## src/inc/bsr_regs.vh

```
// Constants for the boundary-scan instruction and test data registers
`ifndef BSR_REGS_VH
`define BSR_REGS_VH

// ----------------------------------------------------------------------------
// Instruction register
// ----------------------------------------------------------------------------
`define BSR_IR_W 3
`define BSR_IR_EXTEST 3'h0
`define BSR_IR_IDCODE 3'h1
`define BSR_IR_SAMPLE 3'h2
`define BSR_IR_CLAMP 3'h3
`define BSR_IR_HIGHZ 3'h4
`define BSR_IR_BYPASS 3'h7
// Fixed pattern loaded in Capture-IR, low two bits 01
`define BSR_IR_CAPTURE 3'h1

// ----------------------------------------------------------------------------
// Identification code layout
// ----------------------------------------------------------------------------
`define BSR_ID_W 32
`define BSR_ID_REQ_BIT 0
`define BSR_ID_MAKER_LSB 1
`define BSR_ID_MAKER_MSB 11
`define BSR_ID_DEV_LSB 12
`define BSR_ID_DEV_MSB 27
`define BSR_ID_VER_LSB 28
`define BSR_ID_VER_MSB 31

// ----------------------------------------------------------------------------
// Boundary-scan register layout
// ----------------------------------------------------------------------------
`define BSR_PIN_W 8
`define BSR_BS_W 17
`define BSR_BS_IN_LSB 0
`define BSR_BS_OUT_LSB 8
`define BSR_BS_CTL_BIT 16
`define BSR_BS_RESET 17'h00000

`endif

```

## src/hw/bsr_sync.v

```verilog
// Two-flip-flop synchroniser for inputs from outside the clock domain
module bsr_sync #(
  parameter W = 1
) (
  input wire clk, // System clock
  input wire rst_n, // Async reset, active low
  input wire [W-1:0] d, // Asynchronous inputs
  output reg [W-1:0] q // Synchronised outputs
);

  reg [W-1:0] meta_q;

  // ----------------------------------------------------------------------------
  // Synchroniser chain
  // ----------------------------------------------------------------------------
  // First stage feeds only the second stage
  always @(posedge clk or negedge rst_n) begin
    if (!rst_n) begin
      meta_q <= {W{1'b0}};
      q <= {W{1'b0}};
    end else begin
      meta_q <= d;
      q <= meta_q;
    end
  end

endmodule // bsr_sync

```

## src/hw/bsr_bscan.v

```verilog
// Boundary-scan register: shift path plus latched parallel output
`include "bsr_regs.vh"

module bsr_bscan (
  input wire clk, // System clock
  input wire rst_n, // Async reset, active low
  input wire capture, // One-cycle capture strobe
  input wire shift, // One-cycle shift strobe
  input wire update, // One-cycle update strobe
  input wire tdi, // Serial data in
  input wire [`BSR_BS_W-1:0] cap_val, // Values sampled in capture
  output wire so, // Serial out, LSB of shift path
  output reg [`BSR_BS_W-1:0] par_q // Latched parallel output
);

  reg [`BSR_BS_W-1:0] sr_q;

  assign so = sr_q[0];

  // ----------------------------------------------------------------------------
  // Shift path
  // ----------------------------------------------------------------------------
  // Capture samples cells, shift moves LSB first toward the output
  always @(posedge clk or negedge rst_n) begin
    if (!rst_n) begin
      sr_q <= `BSR_BS_RESET;
    end else if (capture) begin
      sr_q <= cap_val;
    end else if (shift) begin
      sr_q <= {tdi, sr_q[`BSR_BS_W-1:1]};
    end
  end

  // ----------------------------------------------------------------------------
  // Parallel latch
  // ----------------------------------------------------------------------------
  // Only moves on update, so shifting never disturbs driven pins
  always @(posedge clk or negedge rst_n) begin
    if (!rst_n) begin
      par_q <= `BSR_BS_RESET;
    end else if (update) begin
      par_q <= sr_q;
    end
  end

endmodule // bsr_bscan

```

## src/hw/bsr_top.v

```verilog
// Boundary-scan TAP controller, instruction register and test data registers
`include "bsr_regs.vh"

// ----------------------------------------------------------------------------
// ----------------------------------------------------------------------------

module bsr_top #(
  parameter [3:0] ID_VERSION = 4'h3, // Arbitrary value
  parameter [15:0] ID_DEVICE = 16'h5a3c, // Arbitrary value
  parameter [10:0] ID_MAKER = 11'h2b5 // Arbitrary value
) (
  input wire REF_CLK, // System clock, 50 MHz
  input wire NRST, // Reset, active low
  input wire SCAN_CLOCK, // Test clock from tester
  input wire SCAN_MODE_SELECT, // Mode select from tester
  input wire SCAN_DATA_IN, // Serial data from tester
  input wire SCAN_RESET_N, // Test reset, active low
  output reg SCAN_DATA_OUT, // Serial data to tester
  output reg SCAN_DATA_OUT_OE, // High while data-out is driven
  input wire [`BSR_PIN_W-1:0] CORE_OUT, // System logic output values
  input wire CORE_OE, // System logic output enable
  output reg [`BSR_PIN_W-1:0] CORE_IN, // Pin values to system logic
  input wire [`BSR_PIN_W-1:0] PIN_IN, // Digital input pins
  output reg [`BSR_PIN_W-1:0] PIN_OUT, // Digital output pins
  output reg PIN_OE, // Output pins enable, high drives
  output reg [`BSR_IR_W-1:0] CUR_INSTR, // Current instruction
  output reg [`BSR_ID_W-1:0] ID_PARALLEL // Identification latched output
);

  // ----------------------------------------------------------------------------
  // TAP states, one-hot
  // ----------------------------------------------------------------------------
  localparam [15:0] ST_TLR = 16'h0001;
  localparam [15:0] ST_RTI = 16'h0002;
  localparam [15:0] ST_SEL_DR = 16'h0004;
  localparam [15:0] ST_CAP_DR = 16'h0008;
  localparam [15:0] ST_SH_DR = 16'h0010;
  localparam [15:0] ST_EX1_DR = 16'h0020;
  localparam [15:0] ST_PA_DR = 16'h0040;
  localparam [15:0] ST_EX2_DR = 16'h0080;
  localparam [15:0] ST_UP_DR = 16'h0100;
  localparam [15:0] ST_SEL_IR = 16'h0200;
  localparam [15:0] ST_CAP_IR = 16'h0400;
  localparam [15:0] ST_SH_IR = 16'h0800;
  localparam [15:0] ST_EX1_IR = 16'h1000;
  localparam [15:0] ST_PA_IR = 16'h2000;
  localparam [15:0] ST_EX2_IR = 16'h4000;
  localparam [15:0] ST_UP_IR = 16'h8000;

  // ----------------------------------------------------------------------------
  // Functions
  // ----------------------------------------------------------------------------
  // Next TAP state from current state and mode select
  function [15:0] tap_next;
    input [15:0] s;
    input tms;
    begin
      case (s)
        ST_TLR: tap_next = tms ? ST_TLR : ST_RTI;
        ST_RTI: tap_next = tms ? ST_SEL_DR : ST_RTI;
        ST_SEL_DR: tap_next = tms ? ST_SEL_IR : ST_CAP_DR;
        ST_CAP_DR: tap_next = tms ? ST_EX1_DR : ST_SH_DR;
        ST_SH_DR: tap_next = tms ? ST_EX1_DR : ST_SH_DR;
        ST_EX1_DR: tap_next = tms ? ST_UP_DR : ST_PA_DR;
        ST_PA_DR: tap_next = tms ? ST_EX2_DR : ST_PA_DR;
        ST_EX2_DR: tap_next = tms ? ST_UP_DR : ST_SH_DR;
        ST_UP_DR: tap_next = tms ? ST_SEL_DR : ST_RTI;
        ST_SEL_IR: tap_next = tms ? ST_TLR : ST_CAP_IR;
        ST_CAP_IR: tap_next = tms ? ST_EX1_IR : ST_SH_IR;
        ST_SH_IR: tap_next = tms ? ST_EX1_IR : ST_SH_IR;
        ST_EX1_IR: tap_next = tms ? ST_UP_IR : ST_PA_IR;
        ST_PA_IR: tap_next = tms ? ST_EX2_IR : ST_PA_IR;
        ST_EX2_IR: tap_next = tms ? ST_UP_IR : ST_SH_IR;
        ST_UP_IR: tap_next = tms ? ST_SEL_DR : ST_RTI;
        default: tap_next = ST_TLR;
      endcase
    end
  endfunction

  // Boundary register selected by EXTEST and SAMPLE/PRELOAD
  function sel_bs;
    input [`BSR_IR_W-1:0] ir;
    begin
      sel_bs = (ir == `BSR_IR_EXTEST) || (ir == `BSR_IR_SAMPLE);
    end
  endfunction

  // Identification register selected by IDCODE
  function sel_id;
    input [`BSR_IR_W-1:0] ir;
    begin
      sel_id = (ir == `BSR_IR_IDCODE);
    end
  endfunction

  // ----------------------------------------------------------------------------
  // Signals
  // ----------------------------------------------------------------------------
  reg [1:0] rst_sync_q;
  reg [1:0] trst_sync_q;
  wire rst_n;
  wire tap_rst_n;
  wire trst_src_n;
  wire [2:0] scan_s;
  wire sclk_s;
  wire tms_s;
  wire tdi_s;
  wire [`BSR_PIN_W-1:0] pin_in_s;
  reg sclk_prev_q;
  wire rise;
  wire fall;
  reg [15:0] state_q;
  wire [15:0] state_d;
  reg [`BSR_IR_W-1:0] ir_sr_q;
  reg [`BSR_ID_W-1:0] id_sr_q;
  reg bypass_q;
  wire [`BSR_ID_W-1:0] id_value;
  wire bs_cap;
  wire bs_shift;
  wire bs_upd;
  wire bs_so;
  wire [`BSR_BS_W-1:0] bs_cap_val;
  wire [`BSR_BS_W-1:0] bs_par;
  reg dr_so;
  reg [`BSR_PIN_W-1:0] drv_out;
  reg drv_oe;

  // ----------------------------------------------------------------------------
  // Resets
  // ----------------------------------------------------------------------------
  // System reset: async assert, release through two flip-flops
  always @(posedge REF_CLK or negedge NRST) begin
    if (!NRST) begin
      rst_sync_q <= 2'h0;
    end else begin
      rst_sync_q <= {rst_sync_q[0], 1'b1};
    end
  end

  assign rst_n = rst_sync_q[1];

  // Test reset asserts at once, even mid-shift, and releases cleanly
  assign trst_src_n = NRST & SCAN_RESET_N;

  always @(posedge REF_CLK or negedge trst_src_n) begin
    if (!trst_src_n) begin
      trst_sync_q <= 2'h0;
    end else begin
      trst_sync_q <= {trst_sync_q[0], 1'b1};
    end
  end

  assign tap_rst_n = trst_sync_q[1];

  // ----------------------------------------------------------------------------
  // Input synchronisers and test clock edges
  // ----------------------------------------------------------------------------
  // Clock, mode select and data share one chain so they stay aligned
  bsr_sync #(.W(3)) u_scan_sync (
    .clk(REF_CLK),
    .rst_n(rst_n),
    .d({SCAN_DATA_IN, SCAN_MODE_SELECT, SCAN_CLOCK}),
    .q(scan_s)
  );

  bsr_sync #(.W(`BSR_PIN_W)) u_pin_sync (
    .clk(REF_CLK),
    .rst_n(rst_n),
    .d(PIN_IN),
    .q(pin_in_s)
  );

  assign sclk_s = scan_s[0];
  assign tms_s = scan_s[1];
  assign tdi_s = scan_s[2];

  // Edge detect on the synchronised test clock
  always @(posedge REF_CLK or negedge rst_n) begin
    if (!rst_n) begin
      sclk_prev_q <= 1'b0;
    end else begin
      sclk_prev_q <= sclk_s;
    end
  end

  assign rise = sclk_s & ~sclk_prev_q;
  assign fall = ~sclk_s & sclk_prev_q;

  // ----------------------------------------------------------------------------
  // TAP controller
  // ----------------------------------------------------------------------------
  assign state_d = tap_next(state_q, tms_s);

  // Mode select is taken only on a rising test clock edge
  always @(posedge REF_CLK or negedge tap_rst_n) begin
    if (!tap_rst_n) begin
      state_q <= ST_TLR;
    end else if (rise) begin
      state_q <= state_d;
    end
  end

  // ----------------------------------------------------------------------------
  // Instruction register
  // ----------------------------------------------------------------------------
  // Shift stage: capture fixed pattern, shift toward data-out
  always @(posedge REF_CLK or negedge tap_rst_n) begin
    if (!tap_rst_n) begin
      ir_sr_q <= `BSR_IR_CAPTURE;
    end else if (rise && state_q == ST_CAP_IR) begin
      ir_sr_q <= `BSR_IR_CAPTURE;
    end else if (rise && state_q == ST_SH_IR) begin
      ir_sr_q <= {tdi_s, ir_sr_q[`BSR_IR_W-1:1]};
    end
  end

  // Current instruction changes on the falling edge in Update-IR, and returns to IDCODE in Test-Logic-Reset
  always @(posedge REF_CLK or negedge tap_rst_n) begin
    if (!tap_rst_n) begin
      CUR_INSTR <= `BSR_IR_IDCODE;
    end else if (state_q == ST_TLR) begin
      CUR_INSTR <= `BSR_IR_IDCODE;
    end else if (fall && state_q == ST_UP_IR) begin
      CUR_INSTR <= ir_sr_q;
    end
  end

  // ----------------------------------------------------------------------------
  // Identification register
  // ----------------------------------------------------------------------------
  // Version, device, maker, and the mandatory one in bit 0
  assign id_value = {ID_VERSION, ID_DEVICE, ID_MAKER, 1'b1};

  // Capture loads the code, shift sends it out LSB first
  always @(posedge REF_CLK or negedge tap_rst_n) begin
    if (!tap_rst_n) begin
      id_sr_q <= {`BSR_ID_W{1'b0}};
    end else if (rise && state_q == ST_CAP_DR && sel_id(CUR_INSTR)) begin
      id_sr_q <= id_value;
    end else if (rise && state_q == ST_SH_DR && sel_id(CUR_INSTR)) begin
      id_sr_q <= {tdi_s, id_sr_q[`BSR_ID_W-1:1]};
    end
  end

  // Latched output, held steady while the shift stage moves
  always @(posedge REF_CLK or negedge tap_rst_n) begin
    if (!tap_rst_n) begin
      ID_PARALLEL <= {ID_VERSION, ID_DEVICE, ID_MAKER, 1'b1};
    end else if (fall && state_q == ST_UP_DR && sel_id(CUR_INSTR)) begin
      ID_PARALLEL <= id_sr_q;
    end
  end

  // ----------------------------------------------------------------------------
  // Bypass stage
  // ----------------------------------------------------------------------------
  // Any code that is neither boundary nor identification lands here
  always @(posedge REF_CLK or negedge tap_rst_n) begin
    if (!tap_rst_n) begin
      bypass_q <= 1'b0;
    end else if (rise && state_q == ST_CAP_DR) begin
      bypass_q <= 1'b0;
    end else if (rise && state_q == ST_SH_DR) begin
      bypass_q <= tdi_s;
    end
  end

  // ----------------------------------------------------------------------------
  // Boundary-scan register
  // ----------------------------------------------------------------------------
  // Capture sees what is really on the pins, control cell on top
  assign bs_cap_val = {PIN_OE, PIN_OUT, pin_in_s};
  assign bs_cap = rise && state_q == ST_CAP_DR && sel_bs(CUR_INSTR);
  assign bs_shift = rise && state_q == ST_SH_DR && sel_bs(CUR_INSTR);
  assign bs_upd = fall && state_q == ST_UP_DR && sel_bs(CUR_INSTR);

  bsr_bscan u_bscan (
    .clk(REF_CLK),
    .rst_n(tap_rst_n),
    .capture(bs_cap),
    .shift(bs_shift),
    .update(bs_upd),
    .tdi(tdi_s),
    .cap_val(bs_cap_val),
    .so(bs_so),
    .par_q(bs_par)
  );

  // ----------------------------------------------------------------------------
  // Data-out multiplexer
  // ----------------------------------------------------------------------------
  // Serial output of whichever data register is selected
  always @* begin
    if (sel_bs(CUR_INSTR)) begin
      dr_so = bs_so;
    end else if (sel_id(CUR_INSTR)) begin
      dr_so = id_sr_q[0];
    end else begin
      dr_so = bypass_q;
    end
  end

  // Data-out moves on the falling edge so the tester samples on the rise
  always @(posedge REF_CLK or negedge tap_rst_n) begin
    if (!tap_rst_n) begin
      SCAN_DATA_OUT <= 1'b0;
      SCAN_DATA_OUT_OE <= 1'b0;
    end else if (fall) begin
      if (state_q == ST_SH_IR) begin
        SCAN_DATA_OUT <= ir_sr_q[0];
        SCAN_DATA_OUT_OE <= 1'b1;
      end else if (state_q == ST_SH_DR) begin
        SCAN_DATA_OUT <= dr_so;
        SCAN_DATA_OUT_OE <= 1'b1;
      end else begin
        SCAN_DATA_OUT_OE <= 1'b0;
      end
    end
  end

  // ----------------------------------------------------------------------------
  // Pin drive
  // ----------------------------------------------------------------------------
  // EXTEST, CLAMP and HIGHZ take over the pins; all others leave the core in charge
  always @* begin
    if (CUR_INSTR == `BSR_IR_HIGHZ) begin
      drv_out = CORE_OUT;
      drv_oe = 1'b0;
    end else if (CUR_INSTR == `BSR_IR_EXTEST || CUR_INSTR == `BSR_IR_CLAMP) begin
      drv_out = bs_par[`BSR_BS_OUT_LSB +: `BSR_PIN_W];
      drv_oe = bs_par[`BSR_BS_CTL_BIT];
    end else begin
      drv_out = CORE_OUT;
      drv_oe = CORE_OE;
    end
  end

  // Registered pins; the core keeps running under every instruction
  always @(posedge REF_CLK or negedge rst_n) begin
    if (!rst_n) begin
      PIN_OUT <= {`BSR_PIN_W{1'b0}};
      PIN_OE <= 1'b0;
      CORE_IN <= {`BSR_PIN_W{1'b0}};
    end else begin
      PIN_OUT <= drv_out;
      PIN_OE <= drv_oe;
      CORE_IN <= pin_in_s;
    end
  end

endmodule // bsr_top

```

## config.mk

```make
export PLATFORM = sky130hd
export DESIGN_NAME = bsr_top
export DESIGN_NICKNAME = d
export VERILOG_FILES = /design/src/hw/bsr_sync.v /design/src/hw/bsr_bscan.v /design/src/hw/bsr_top.v
export VERILOG_INCLUDE_DIRS = /design/src /design/src/inc
export SDC_FILE = /design/constraint.sdc
export NUM_CORES = 1
export LEC_CHECK = 0
export ABC_AREA = 1
export BUFFER_PORTS_ARGS = -buffer_cell sky130_fd_sc_hd__buf_2
export CORE_MARGIN = 2
export CORE_UTILIZATION = 50
export CTS_BUF_LIST = sky130_fd_sc_hd__clkbuf_4 sky130_fd_sc_hd__clkbuf_8
export DETAILED_ROUTE_END_ITERATION = 12
export PLACE_DENSITY_LB_ADDON = 0.2
export SYNTH_ARGS = -nofsm -noshare
export SYNTH_HDL_FRONTEND = slang
export SYNTH_SLANG_ARGS = --single-unit
```

## constraint.sdc

```tcl
create_clock -name REF_CLK -period 4.75 [get_ports REF_CLK]
set_clock_uncertainty 0.2 [all_clocks]
set_input_delay 0.95 -clock REF_CLK [delete_from_list [all_inputs] [get_ports REF_CLK]]
set_output_delay 0.95 -clock REF_CLK [all_outputs]
set_load 0.05 [all_outputs]
```

==> impl_metrics.py, run 1 <==
metrics = {
    "status": {
        "status": "finished clean",
    },
    "worst_setup_path": {
        "crit_required_ns": 4.92,
        "path_delay_family": "compound AO/OA/AOI/OAI gates",
        "crit_type": "reg -> reg",
        "slowest_delay_ns": 0.90,
        "arrival_ns": 3.18,
        "crit_chain": "nand2_1 -> nor2_2 -> inv_1 -> a21oi_2 -> o21ai_0 -> o21ai_1",
        "crit_buf_inv": 1,
        "endpoint_kind": "flop",
        "start_kind": "flop",
        "crit_fanout": 38,
        "crit_path_top_delay_cell": "a21oi_2",
    },
    "synth": {
        "yosysMostFrequentCell": "nand2_1",
        "yosysUniqueCellTypes": 32,
        "async_reset_ff_frac": 1.00,
        "synth_area_leaders": "dfrtp_1, nand2_1, dfstp_2, o21ai_0, inv_1",
        "avgSynthCellArea_um2": 9.63,
        "synth_ff_type": "dfrtp_1",
        "synth_area_um2": 6410,
        "yosysWarnings": 0,
        "synth_top_area_share": 0.542,
        "ys_ff_latch": 159,
        "seq_area_frac_synth": 0.624,
        "synth-edff-count": 0,
        "syn_inst": 666,
        "yosys.area.top_type": "dfrtp_1",
        "netlist_top_cells_count": "nand2_1, dfrtp_1, o21ai_0",
    },
    "layout": {
        "final_cells": 924,
        "layout.nets": 762,
        "fin_util": 0.583,
        "antenna_cells": 0,
        "multi_input_area_um2": 2020,
        "drive_gt1_frac": 0.230,
        "seqCellArea_um2": 4010,
        "area.growth.synth_to_final_pct": 14.3,
        "fillers": 1123,
        "postLayoutCellArea_um2": 7330,
    },
    "die": {
        "die_area_um2": 13700,
        "die_h_um": 117,
        "num_io_pins": 77,
        "coreArea_um2": 12600,
        "start_util": 0.510,
        "rows": 41,
        "die_x_um": 117,
    },
    "clocking": {
        "cts_setup_buffers": 0,
        "numClockSinks": 159,
        "cts_tree": "done",
        "htree_levels": 4,
        "cts_hold_buf": 0,
        "numCtsBuffers": 17,
        "clk_pin_slew_ns": 0.08,
        "clockBufferDepth": 2,
        "cts_root_buffer": "clkbuf_8",
        "cts_resized": 0,
        "clkLatencyLatePin_ns": 0.46,
    },
    "sta": {
        "min_period_over_period": 0.633,
        "fin_crit_ns": 3.01,
        "tightest_slew_ns": 1.18,
        "setup-violations-final": 0,
        "max_clock_freq_mhz": 333,
        "relSlewSlack": 0.211,
        "tns_ns": 0,
        "slew_violations": 0,
        "finalHoldViolations": 0,
        "rsz0062_at_grt": "no",
    },
    "global_routing": {
        "met3_usage": 0.0546,
        "use_met2": 0.311,
        "grt_max_degree": 78,
        "busiest_layer": "met1",
        "grt_overflow": 0,
        "grt_use_total": 0.215,
        "antenna_found_initial": 0,
        "grt_pass1_vias": 4438,
        "grt_util_met1": 0.317,
        "grt_pass1_wl_mm": 22.2,
    },
    "routing": {
        "drc": 0,
        "vias_per_cell": 5.06,
        "drt_pass1_iterations": 5,
        "via_count": 4680,
        "dr.first_iter.drc_count": 385,
        "wl_per_cell_um": 14.5,
        "ant_nets": 0,
        "wl_mm": 13.4,
    },
    "placement": {
        "dpl_cell_area_um2": 6890,
        "dp_hpwl_mm": 9.22,
        "placedCellCount": 892,
        "placement.io_buffers": 76,
        "gp_congestion": 0.794,
    },
    "pwr": {
        "power_leakage_uw": 0.00359,
        "powerDensity_nw_per_um2": 405,
        "ir_drop_mv": 0.258,
    },
    "worst_hold_path": {
        "hold_class": "in -> async",
    },
    "job": {
        "cap_violations": 0,
    },
}
## flip-flops by register name (all words and copies together) (netlist names)
name,flops
u_pin_sync.q,8
rst_sync_q,2
sclk_prev_q,1
u_scan_sync.meta_q,3
PIN_OE,1
trst_sync_q,2
SCAN_DATA_OUT,1
PIN_OUT,8
id_sr_q,32
CORE_IN,8
u_bscan.sr_q,17
u_bscan.par_q,9
CUR_INSTR,3
state_q,16
u_pin_sync.meta_q,8
ID_PARALLEL,32
ir_sr_q,3
u_scan_sync.q,3
bypass_q,1
SCAN_DATA_OUT_OE,1
## final timing paths
kind                                  startpoint  cells after the start               end  slack [ns]
setup / recovery                    CUR_INSTR[0]                      6        id_sr_q[1]        1.74
hold / removal                              NRST                      1     rst_sync_q[1]        0.07
setup reg to reg                    CUR_INSTR[0]                      6        id_sr_q[1]        1.74
hold reg to reg            u_scan_sync.meta_q[0]                      0  u_scan_sync.q[0]        0.15
max in group asynchronous         trst_sync_q[1]                      1        ir_sr_q[0]        2.98
min in group REF_CLK       u_scan_sync.meta_q[0]                      0  u_scan_sync.q[0]        0.15
## power breakdown
| group | leakage (uW) | internal, uW | switching (uW) |
|---|---|---|---|
| Sequential | 0.00201 | 1430 | 60.6 |
| Clock | 0.000227 | 589 | 486 |
| Combinational | 0.00135 | 107 | 304 |
## cells in the final DEF, fill, tap and decap left out, drive strengths merged
cell type / instances
o21ai: 127
buf: 78
inv: 67
mux2: 8
nor2: 54
a22oi: 2
dfstp: 20
o32ai: 1
conb: 2
nand3: 38
clkbuf: 23
o22ai: 6
bufinv: 3
nand4: 6
clkinv: 7
nand2: 159
nor3: 6
o211ai: 2
dfrtp: 139
a21oi: 4
## stage by stage
stage               total power, uW  hold slack, ns  worst slack (ns)
finish                         2970          0.0685              1.74
floorplan                      1810           0.131              1.08
global placement               1920           0.131              1.90
CTS                            3010          0.0307              1.74
global route                   3110          0.0352              1.31
detailed placement             1920           0.136              1.80
## layout make-up
cell class / count / share of cell area
flip-flops and latches: 159 / 0.547
multi-input cells: 415 / 0.275
repair buffers: 78 / 0.0539
clock buffers: 23 / 0.0415
inverters: 68 / 0.0353
well taps: 172 / 0.0294
clock inverters: 9 / 0.0179
## cell families (layout without fill, tap and decap cells)
group,count (synthesis),after routing,synth area share
mux,8,8,0.0140
flops,159,159,0.624
other cells,1,2,0.000585
simple gates,263,263,0.181
buf+inv,93,178,0.0632
compound gates,142,142,0.116
## layer usage
layer  up-vias  share of wire
li1       2298              -
met1      2225           0.47
met2       141           0.46
met3        16          0.056
met4         0          0.011
met5         -              0
(Power assumes the default switching activity.)
==> run 2: changes to the inputs <==
Clock period 4.75 ns to 3.1 ns, I/O delays scaled along.
==> run 2 against run 1 <==
Net effect: setup slack lost 1.2 ns; non-clock buffer count grew 6; critical path type unchanged; critical path depth grew 1; largest cell class unchanged; clock-buffer cell count is the same; via count grew 1.1%; highest routed layer unchanged; die area is the same; first-iteration DRC count shrank 4.2%; cell count grew 0.65%.
==> impl_metrics.py, run 2 (synthesized netlist as in run 1, its figures left out) <==
metrics = {
    "status": {
        "status": "finished clean",
    },
    "layout": {
        "fillers": 1099,
        "multi_input_area_um2": 2020,
        "top_regs": "ID_PARALLEL x32, id_sr_q x32, u_bscan.sr_q x17",
        "antenna_cells": 0,
        "area.growth.synth_to_final_pct": 14.8,
        "final_cell_mix": "nand2_1, dfrtp_1, o21ai_0",
        "layout.nets": 768,
        "final_common_cell": "nand2_1",
        "drive_gt1_frac": 0.234,
        "seqCellArea_um2": 4010,
        "final_cells": 930,
    },
    "job": {
        "cap_violations": 0,
    },
    "worst_setup_path": {
        "crit_required_ns": 3.27,
        "start_kind": "flop",
        "arrival_ns": 2.74,
        "crit_type": "reg -> reg",
        "endpoint_kind": "flop",
        "crit_fanout": 19,
    },
    "die": {
        "die_area_um2": 13700,
        "rows": 41,
        "die_x_um": 117,
        "start_util": 0.510,
        "coreArea_um2": 12600,
        "num_io_pins": 77,
        "die_h_um": 117,
    },
    "placement": {
        "placement.io_buffers": 76,
        "placedCellCount": 896,
        "gp_congestion": 0.862,
        "place_ws_ns": 0.551,
        "dp_hpwl_mm": 9.30,
    },
    "routing": {
        "vias_per_cell": 5.09,
        "dr.first_iter.drc_count": 369,
        "wl_mm": 13.3,
        "via_count": 4733,
        "wl_per_cell_um": 14.3,
        "ant_nets": 0,
        "drc": 0,
        "drt_pass1_iterations": 5,
    },
    "global_routing": {
        "grt_overflow": 0,
        "antenna_found_initial": 0,
        "grt_max_degree": 66,
        "grt_pass1_vias": 4553,
        "grt_pass1_wl_mm": 22.3,
        "grt_use_total": 0.209,
    },
    "sta": {
        "min_period_over_period": 0.828,
        "tns_ns": 0,
        "worst_slack_ns": 0.533,
        "max_clock_freq_mhz": 390,
        "setup-violations-final": 0,
        "slew_violations": 0,
        "tightest_slew_ns": 0.831,
        "relSlewSlack": 0.446,
        "fin_crit_ns": 2.57,
        "rsz0062_at_grt": "no",
        "finalHoldViolations": 0,
    },
    "clocking": {
        "cts_resized": 0,
        "numCtsBuffers": 17,
        "numClockSinks": 159,
        "clkLatencyLatePin_ns": 0.45,
        "cts_tree": "done",
        "clockBufferDepth": 2,
        "htree_levels": 4,
        "clk_pin_slew_ns": 0.08,
        "cts_root_buffer": "clkbuf_8",
    },
    "pwr": {
        "powerDensity_nw_per_um2": 604,
        "power_leakage_uw": 0.00360,
        "ir_drop_mv": 0.430,
    },
    "worst_hold_path": {
        "hold_class": "in -> reg",
    },
}
[run 2: final timing paths]
path                                         to            from  cells past startpoint  slack, ns
hold reg to reg                   rst_sync_q[1]   rst_sync_q[0]                      0       0.15
max in group asynchronous            state_q[0]  trst_sync_q[1]                      1       1.71
setup / recovery                    id_sr_q[16]      state_q[9]                      7       0.53
hold / removal             u_pin_sync.meta_q[5]       PIN_IN[5]                      1       0.07
min in group asynchronous     u_bscan.par_q[10]  trst_sync_q[1]                      0       0.17
setup reg to reg                    id_sr_q[16]      state_q[9]                      7       0.53
[run 2: per-stage QoR]
step / instance area (um2) / total power (uW) / hold WS [ns] / utilization
after global placement: 6940 / 2950 / 0.133 / 0.552
after floorplan: 6420 / 2770 / 0.124 / -
after detailed placement: 6940 / 2960 / 0.135 / 0.552
final: 7360 / 4440 / 0.0658 / 0.585
after global routing: 7360 / 4650 / 0.0421 / 0.585
after CTS: 7360 / 4490 / 0.0437 / 0.585
[run 2: routing by layer]
metal / track usage / vias to the layer above / wire length, um
met2: 0.307 / 110 / 6060
met3: 0.0443 / 23 / 533
met4: 0.0816 / 0 / 240
li1: - / 2325 / -
met5: 0 / - / 0
met1: 0.308 / 2275 / 6420
[run 2: power by group]
group / leakage (uW) / internal [uW] / switching [uW]
registers: 0.00201 / 2190 / 88.8
clock network: 0.000200 / 794 / 735
logic: 0.00138 / 175 / 465
total: 0.00360 / 3150 / 1290
[run 2: area by class of cell]
type                    count  share of cell area
clock buffers              23              0.0396
inverters                  68              0.0352
flip-flops and latches    159               0.545
repair buffers             84              0.0622
clock inverters             9              0.0150
multi-input cells         415               0.274
well taps                 172              0.0292
[run 2: timing repair]
item / in CTS / in global routing
hold endpoints to repair: 4 / 0
buffers inserted: 0 / 0
hold buffers: 2 / 0
[run 2: worst max-delay path: stages (launching register included)]
cell and delay (ns):
dfrtp_1 0.40, nor2_1 0.20, nand2_2 0.13, nor2_4 0.29
nand3_2 0.42, nor2_2 0.59, o21ai_0 0.16, o21ai_0 0.10
